File: src/rtl/rras_pkg.sv
// Constants for the remote address remap slot bank
package rras_pkg;
    localparam int NUM_PORTS = 4;
    localparam int NUM_SLOTS = 5;
    localparam int PORT_W = 2;
    localparam int SLOT_W = 3;
    localparam int ADDR7_W = 7;
    localparam int PHYS_MSB = 7;
    localparam int PHYS_LSB = 1;
    localparam logic [7:0] ADDR_PORT_SEL = 8'h4c;
    localparam logic [7:0] ADDR_REMOTE_DEV_1 = 8'h5e;
    localparam logic [7:0] ADDR_REMOTE_DEV_2 = 8'h5f;
    localparam logic [7:0] ADDR_REMOTE_DEV_3 = 8'h60;
    localparam logic [7:0] ADDR_REMOTE_DEV_4 = 8'h61;
    localparam logic [7:0] ADDR_REMOTE_DEV_5 = 8'h62;
    localparam logic [7:0] SLOT_OFFS [NUM_SLOTS] = '{ADDR_REMOTE_DEV_1, ADDR_REMOTE_DEV_2,
        ADDR_REMOTE_DEV_3, ADDR_REMOTE_DEV_4, ADDR_REMOTE_DEV_5};
    localparam logic [7:0] SLOT_RESET = 8'h00;
    localparam logic [PORT_W-1:0] PORT_SEL_RESET = 2'h0;
    localparam logic [ADDR7_W-1:0] ALIAS_OFF = 7'h00;
    typedef logic [NUM_SLOTS*ADDR7_W-1:0] rras_slots_t;
endpackage : rras_pkg

File: src/rtl/rras_slot_bank.sv
// One receive port's set of remote physical address slots
`timescale 1ns/1ns
module rras_slot_bank
    import rras_pkg::*;
(
    input wire logic clk,
    input wire logic srst,
    input wire logic wr_en,
    input wire logic [rras_pkg::SLOT_W-1:0] wr_idx,
    input wire logic [rras_pkg::ADDR7_W-1:0] wr_data,
    output rras_pkg::rras_slots_t slots
);
    import rras_pkg::*;

    rras_slots_t slots_reg;
    rras_slots_t slots_next;

    // Next slot contents: only the addressed slot changes
    always_comb
    begin
        slots_next = slots_reg;
        for (int i = 0; i < NUM_SLOTS; i++)
        begin
            if (wr_en && (wr_idx == SLOT_W'(i)))
            begin
                slots_next[i*ADDR7_W +: ADDR7_W] = wr_data;
            end
        end
    end

    // Slot storage, cleared by reset
    always_ff @(posedge clk)
    begin
        if (srst)
        begin
            slots_reg <= {NUM_SLOTS{SLOT_RESET[PHYS_MSB:PHYS_LSB]}};
        end
        else
        begin
            slots_reg <= slots_next;
        end
    end

    assign slots = slots_reg;
endmodule : rras_slot_bank

File: src/rtl/rras_remap.sv
// Per-port remote address slots with register access and alias remapping
//
// Operation
// - Bits 7:1 hold writable remote physical address
// - Alias hit forwards stored physical address instead
// - Alias index n uses slot index n
// - Separate copy per port, chosen by 0x4C for register access and by req_port for lookups
// - All slots read zero after reset
// - Zero alias never triggers a remap
`timescale 1ns/1ns
module rras_remap
    import rras_pkg::*;
(
    input wire logic clk,
    input wire logic srst,
    input wire logic reg_wr,
    input wire logic reg_rd,
    input wire logic [7:0] reg_addr,
    input wire logic [7:0] reg_wdata,
    output logic [7:0] reg_rdata,
    output logic reg_rvalid,
    input wire logic req_valid,
    input wire logic [rras_pkg::PORT_W-1:0] req_port,
    input wire logic [rras_pkg::ADDR7_W-1:0] req_addr,
    input wire rras_pkg::rras_slots_t local_alias_match,
    output logic fwd_valid,
    output logic fwd_hit,
    output logic [rras_pkg::SLOT_W-1:0] fwd_slot,
    output logic [rras_pkg::ADDR7_W-1:0] fwd_addr
);
    import rras_pkg::*;

    // Maps a register address to {hit, slot index}
    function automatic logic [SLOT_W:0] slot_decode(input logic [7:0] addr);
        logic [SLOT_W:0] res;
        res = '0;
        for (int i = 0; i < NUM_SLOTS; i++)
        begin
            if (addr == SLOT_OFFS[i])
            begin
                res = {1'b1, SLOT_W'(i)};
            end
        end
        return res;
    endfunction : slot_decode

    rras_slots_t slot_flat [NUM_PORTS];
    logic [PORT_W-1:0] port_sel_reg;
    logic [PORT_W-1:0] port_sel_next;
    logic [7:0] rdata_reg;
    logic [7:0] rdata_next;
    logic rvalid_reg;
    logic rvalid_next;
    logic fwd_valid_reg;
    logic fwd_valid_next;
    logic fwd_hit_reg;
    logic fwd_hit_next;
    logic [SLOT_W-1:0] fwd_slot_reg;
    logic [SLOT_W-1:0] fwd_slot_next;
    logic [ADDR7_W-1:0] fwd_addr_reg;
    logic [ADDR7_W-1:0] fwd_addr_next;
    logic [SLOT_W:0] wr_dec;
    logic [SLOT_W:0] rd_dec;
    logic slot_wr;

    assign wr_dec = slot_decode(reg_addr);
    assign rd_dec = slot_decode(reg_addr);
    assign slot_wr = reg_wr && wr_dec[SLOT_W];

    // One slot bank per receive port; only the selected one takes writes
    for (genvar p = 0; p < NUM_PORTS; p++)
    begin : g_port
        rras_slot_bank u_bank (
            .clk(clk),
            .srst(srst),
            .wr_en(slot_wr && (port_sel_reg == PORT_W'(p))),
            .wr_idx(wr_dec[SLOT_W-1:0]),
            .wr_data(reg_wdata[PHYS_MSB:PHYS_LSB]),
            .slots(slot_flat[p])
        );
    end

    // Register read, port select write and remap lookup
    always_comb
    begin
        logic [ADDR7_W-1:0] al;
        al = '0;
        port_sel_next = port_sel_reg;
        rdata_next = rdata_reg;
        rvalid_next = 1'b0;
        fwd_valid_next = req_valid;
        fwd_hit_next = 1'b0;
        fwd_slot_next = '0;
        fwd_addr_next = '0;
        if (reg_wr && (reg_addr == ADDR_PORT_SEL))
        begin
            port_sel_next = reg_wdata[PORT_W-1:0];
        end
        if (reg_rd)
        begin
            rvalid_next = 1'b1;
            rdata_next = 8'h00;
            if (reg_addr == ADDR_PORT_SEL)
            begin
                rdata_next = {{(8-PORT_W){1'b0}}, port_sel_reg};
            end
            else if (rd_dec[SLOT_W])
            begin
                // Read the selected port's copy, bit 0 forced low
                rdata_next = {slot_flat[port_sel_reg][rd_dec[SLOT_W-1:0]*ADDR7_W +: ADDR7_W],
                    1'b0};
            end
        end
        // Descending scan so the lowest matching slot wins
        if (req_valid)
        begin
            for (int i = NUM_SLOTS - 1; i >= 0; i--)
            begin
                al = local_alias_match[i*ADDR7_W +: ADDR7_W];
                if ((al != ALIAS_OFF) && (al == req_addr))
                begin
                    fwd_hit_next = 1'b1;
                    fwd_slot_next = SLOT_W'(i);
                    fwd_addr_next = slot_flat[req_port][i*ADDR7_W +: ADDR7_W];
                end
            end
        end
    end

    // State registers
    always_ff @(posedge clk)
    begin
        if (srst)
        begin
            port_sel_reg <= PORT_SEL_RESET;
            rdata_reg <= 8'h00;
            rvalid_reg <= 1'b0;
            fwd_valid_reg <= 1'b0;
            fwd_hit_reg <= 1'b0;
            fwd_slot_reg <= '0;
            fwd_addr_reg <= '0;
        end
        else
        begin
            port_sel_reg <= port_sel_next;
            rdata_reg <= rdata_next;
            rvalid_reg <= rvalid_next;
            fwd_valid_reg <= fwd_valid_next;
            fwd_hit_reg <= fwd_hit_next;
            fwd_slot_reg <= fwd_slot_next;
            fwd_addr_reg <= fwd_addr_next;
        end
    end

    assign reg_rdata = rdata_reg;
    assign reg_rvalid = rvalid_reg;
    assign fwd_valid = fwd_valid_reg;
    assign fwd_hit = fwd_hit_reg;
    assign fwd_slot = fwd_slot_reg;
    assign fwd_addr = fwd_addr_reg;

    // Written slot of the selected port holds bits 7:1 of the data
    AST_SLOT_WRITE: assert property (@(posedge clk) disable iff (srst)
        slot_wr |=> slot_flat[$past(port_sel_reg)][$past(wr_dec[SLOT_W-1:0])*ADDR7_W +: ADDR7_W]
            == $past(reg_wdata[PHYS_MSB:PHYS_LSB]))
        else $error("slot did not store written address");

    // A hit forwards the stored address of the hit slot, indexed as in the lookup cycle
    AST_REMAP_ADDR: assert property (@(posedge clk) disable iff (srst)
        req_valid ##1 fwd_hit |->
            fwd_addr == $past(slot_flat[req_port][fwd_slot_next*ADDR7_W +: ADDR7_W]))
        else $error("forwarded address is not the slot contents");

    // The hit slot is the one whose alias equals the local address
    AST_PAIR_INDEX: assert property (@(posedge clk) disable iff (srst)
        fwd_hit |->
            $past(local_alias_match[fwd_slot_next*ADDR7_W +: ADDR7_W]) == $past(req_addr))
        else $error("hit slot index does not match alias index");

    // A write leaves the next port's copy untouched
    AST_PORT_ISOLATE: assert property (@(posedge clk) disable iff (srst)
        slot_wr |=> slot_flat[PORT_W'($past(port_sel_reg) + 2'h1)] ==
            $past(slot_flat[PORT_W'(port_sel_reg + 2'h1)]))
        else $error("write reached an unselected port");

    // Every slot is zero right after reset
    AST_RESET_ZERO: assert property (@(posedge clk)
        $past(srst) |-> (slot_flat[0] == '0) && (slot_flat[1] == '0) &&
            (slot_flat[2] == '0) && (slot_flat[3] == '0))
        else $error("slot not zero after reset");

    // Slot reads return zero in bit 0
    AST_BIT0_ZERO: assert property (@(posedge clk) disable iff (srst)
        reg_rd && rd_dec[SLOT_W] |=> reg_rvalid && !reg_rdata[0])
        else $error("slot bit 0 read as one");

    // No remap through a zero alias; a request always answers next cycle
    AST_ZERO_ALIAS: assert property (@(posedge clk) disable iff (srst)
        req_valid |=> fwd_valid && (!fwd_hit ||
            $past(local_alias_match[fwd_slot_next*ADDR7_W +: ADDR7_W]) != ALIAS_OFF))
        else $error("remap used a zero alias");
endmodule : rras_remap

File: config.mk
export PLATFORM = sky130hd
export DESIGN_NAME = rras_remap
export DESIGN_NICKNAME = d
export VERILOG_FILES = /design/src/rtl/rras_pkg.sv /design/src/rtl/rras_slot_bank.sv /design/src/rtl/rras_remap.sv
export SDC_FILE = /design/constraint.sdc
export NUM_CORES = 1
export LEC_CHECK = 0
export BUFFER_PORTS_ARGS = -buffer_cell sky130_fd_sc_hd__buf_2
export CAP_MARGIN = 25
export CORE_ASPECT_RATIO = 1.25
export CORE_UTILIZATION = 45
export DETAILED_ROUTE_END_ITERATION = 12
export GPL_ROUTABILITY_DRIVEN = 1
export SLEW_MARGIN = 15
export SYNTH_ARGS = -nofsm -noshare
export SYNTH_HDL_FRONTEND = slang
export SYNTH_SLANG_ARGS = --single-unit
File: constraint.sdc
create_clock -name clk -period 2.6 [get_ports clk]
set_input_delay 0.39 -clock clk [delete_from_list [all_inputs] [get_ports clk]]
set_output_delay 0.39 -clock clk [all_outputs]
set_load 0.1 [all_outputs]
==> key figures <==
Synth
  • Avg Cell Area, Syn: approximately 10 sq um
  • Post-synth EDFFs: 0
  • Post-Syn Nets: 907
  • Post-synth top flop: dfxtp_1
  • Post-synthesis register bit count: ~160
  • Netlist Area Pre-Place: 8800 sq um
  • Synthesis Warnings: 0
  • Yosys cell types: 64
  • Ys async rst share: 0%
  • Mapped Cells: 842
  • Seq/Total Area, Yosys: between 30 and 40%

CTS
  • Hold-fix buffers, CTS: 0
  • Worst-Skew Late Latency: 430 ps
  • Max H-tree Level: 4
  • Clk slew on worst S/H paths: 60 ps
  • # Post-CTS Setup Buffers: 0
  • CTS tree: yes
  • CTS Sinks: between 150 and 200
  • Clk buf depth: 2
  • Resized Gates After CTS: 0
  • Clock root cell: clkbuf_16
  • Cts bufs inserted: 17

STA
  • Fin. max-slew vios: 0
  • Tmin final: 2270 ps
  • Fin. Hold Viols: 0
  • RSZ-0062 raised after global routing: false
  • Setup violations, final: 0
  • Fin crit share: 87.1%
  • Max-slew headroom: 57.2%
  • TNS Setup: 0 ps
  • Worst-Margin Slew: 639 ps
  • F_max: 441 MHz
  • Worst Clk Skew: 9.63 ps

Floorplan
  • IO Pins: 86
  • Die Wd: 127 um
  • Initial Util: 46.3%
  • Core box area: 19,000 sq um
  • Die Ht: 158 um
  • # rows: 56
  • Die Area: 20,100 sq um

Final layout
  • Flip-flop count of the largest register after layout: 140
  • ANT cells: 0
  • Finished Layout Cells: between 1,000 and 1,500
  • Most frequent cells in the layout: dfxtp_1, nor2_1, mux2i_1
  • Fillers: roughly 1,700
  • Layout cells sized above 1: 28.1%
  • Most common cell after layout, fill and taps aside: dfxtp_1
  • Final net count: 971
  • Layout area overhead: 15.2%

Detailed routing
  • Antenna Nets Post-Route: 0
  • Starting DRT DRC Count: 523
  • DR vias/cell: 5.76
  • Final wirelength: approximately 25,000 um
  • Via Count: 6,798
  • Residual DRC count: 0
  • Drt wl/cell: 21.1 um
  • DRT Pass-1 Iters: 6

Global route
  • Overall Global Routing Usage: 25.8%
  • Number of global-route vias before repair: 6,485
  • Global-route wire length before repair: 38,200 um
  • Largest net degree at the start of global routing: 90
  • Remaining Overflow, GRT: 0
  • Initial antenna violation count: 0

Power
  • Sequential power share: 45.0%
  • Net Switching: about 0.0013 W
  • Leakage power: 4.40 nW
  • P per Cell Area: 550 nW/um^2
  • Maximum VDD drop: 0.397 mV
  • Logic gate share of total power: ~7.4%
  • Sw frac: 23.5%
  • Clock Power Share: 47.6%
  • P_int: between 0.004 and 0.005 W

Placement
  • Placed cells: 1,148
  • DP HPWL: 17,700 um
  • Routability Congestion: 0.873
  • IO Port Bufs: 85

Worst setup path
  • Worst path max stage delay: 640 ps
  • Crit. End Element: register
  • CP Max Fanout: 11
  • Crit path max-delay cell type: dfxtp_2
  • Setup slack, reg-to-reg: 330 ps
  • WS Path Type: reg -> reg
  • Arr. time, crit path: 2580 ps
  • Startpoint types: register
  • Critical-path cell list: mux4_2 -> mux2i_1 -> nor3_1 -> a311oi_1 -> a221o_1 -> o21ai_1
  • Required @ worst endpoint: 2920 ps

Run
  • Maxcap violations: 0

Status
  • Status: completed

Hold path
  • Worst hold path class: in -> reg
==> through the flow <==
| step | setup slack [ps] | hold WS [ps] | util [%] | power [W] | instance area, sq um |
|---|---|---|---|---|---|
| 3_3_place_gp | 114 | 449 | 50.2 | 0.00297 | 9530 |
| 6_report | 334 | 212 | 53.4 | 0.00557 | 10100 |
| 5_1_grt | 226 | 223 | 53.4 | 0.00573 | 10100 |
| 4_1_cts | 347 | 202 | 53.4 | 0.00560 | 10100 |
| 2_1_floorplan | 487 | 439 | - | 0.00283 | 8800 |
| 3_5_place_dp | 135 | 456 | 50.2 | 0.00298 | 9530 |
==> synthesized netlist by cell type (all sizes together), types with 2 or more instances <==
cell type  instances  area share [%]
and4               2            0.20
a2111oi            5            0.88
dfxtp            163              37
a21oi             28             1.6
mux4              70              18
inv                4            0.17
nor4               8            0.81
nor3b              2            0.23
a311oi             2            0.20
nor2             159             6.9
nand2             54             2.4
nand4              9            0.92
o41ai              2            0.20
and3               7            0.55
nor3               7            0.64
xnor2             17             1.7
clkbuf            38             1.6
xor2              15             1.5
nand2b             8            0.57
nor2b              5            0.36
a211o              2            0.20
o31ai              8            0.80
a211oi            10            0.85
o21ai              4            0.23
nand3             20             1.9
buf               37             2.2
mux2i            132              15
and2               7            0.50
==> cell families (layout without fill, tap and decap cells) <==
family / Yosys count / in the layout / synth area share, %
AND/OR/NAND/NOR: 294 / 294 / 16.7
multiplexers: 203 / 203 / 33.1
flip-flops: 163 / 163 / 37.1
buffers and inverters: 79 / 156 / 4.04
AO/OA/AOI/OAI: 71 / 71 / 5.89
XOR/XNOR: 32 / 32 / 3.18
==> per-layer routing <==
layer | up-vias | GRT usage, % | wire, um
li1 | 3164 | - | -
met4 | 0 | 11.9 | 851
met2 | 209 | 43.6 | 12400
met5 | - | 0 | 0
met1 | 3383 | 32.7 | 10400
met3 | 42 | 3.80 | 1220
==> cell type report <==
cell class                 instances  area [sq um]  area share (%)
clock buffer                      22           454            4.48
clock inverter                    10           156            1.54
tap                              261           327            3.22
sequential                       163          3270            32.2
multi-input combinational        600          5180            51.1
inverter                           4          15.0           0.148
timing repair buffer             120           741            7.31
==> critical path: cells and delay by family (launching register included) <==
family          cells  cell delay, ps
flops               1             640
mux                 2             850
simple gates        1              80
compound gates      3             590
==> final timing paths <==
check,startpoint,endpoint,cells after the start
setup / recovery,port_sel_reg[1]$_SDFFE_PP0P_,reg_rdata[4]$_SDFFE_PP0P_,6
hold / removal,reg_wdata[0],port_sel_reg[0]$_SDFFE_PP0P_,3
setup reg to reg,port_sel_reg[1]$_SDFFE_PP0P_,reg_rdata[4]$_SDFFE_PP0P_,6
hold reg to reg,g_port[3].u_bank.slots[14]$_SDFFE_PP0P_,g_port[3].u_bank.slots[14]$_SDFFE_PP0P_,2
==> power groups by stage <==
| stage | Clock [W] | Sequential [W] | Combinational [W] |
|---|---|---|---|
| after floorplan | 0 | 0.00261 | 0.000225 |
| after global placement | 0 | 0.00256 | 0.000412 |
| after detailed placement | 0 | 0.00256 | 0.000413 |
| after CTS | 0.00268 | 0.00251 | 0.000415 |
| after global routing | 0.00278 | 0.00251 | 0.000441 |
| final | 0.00265 | 0.00251 | 0.000415 |
Note: power is estimated with default switching activity, not from simulation.
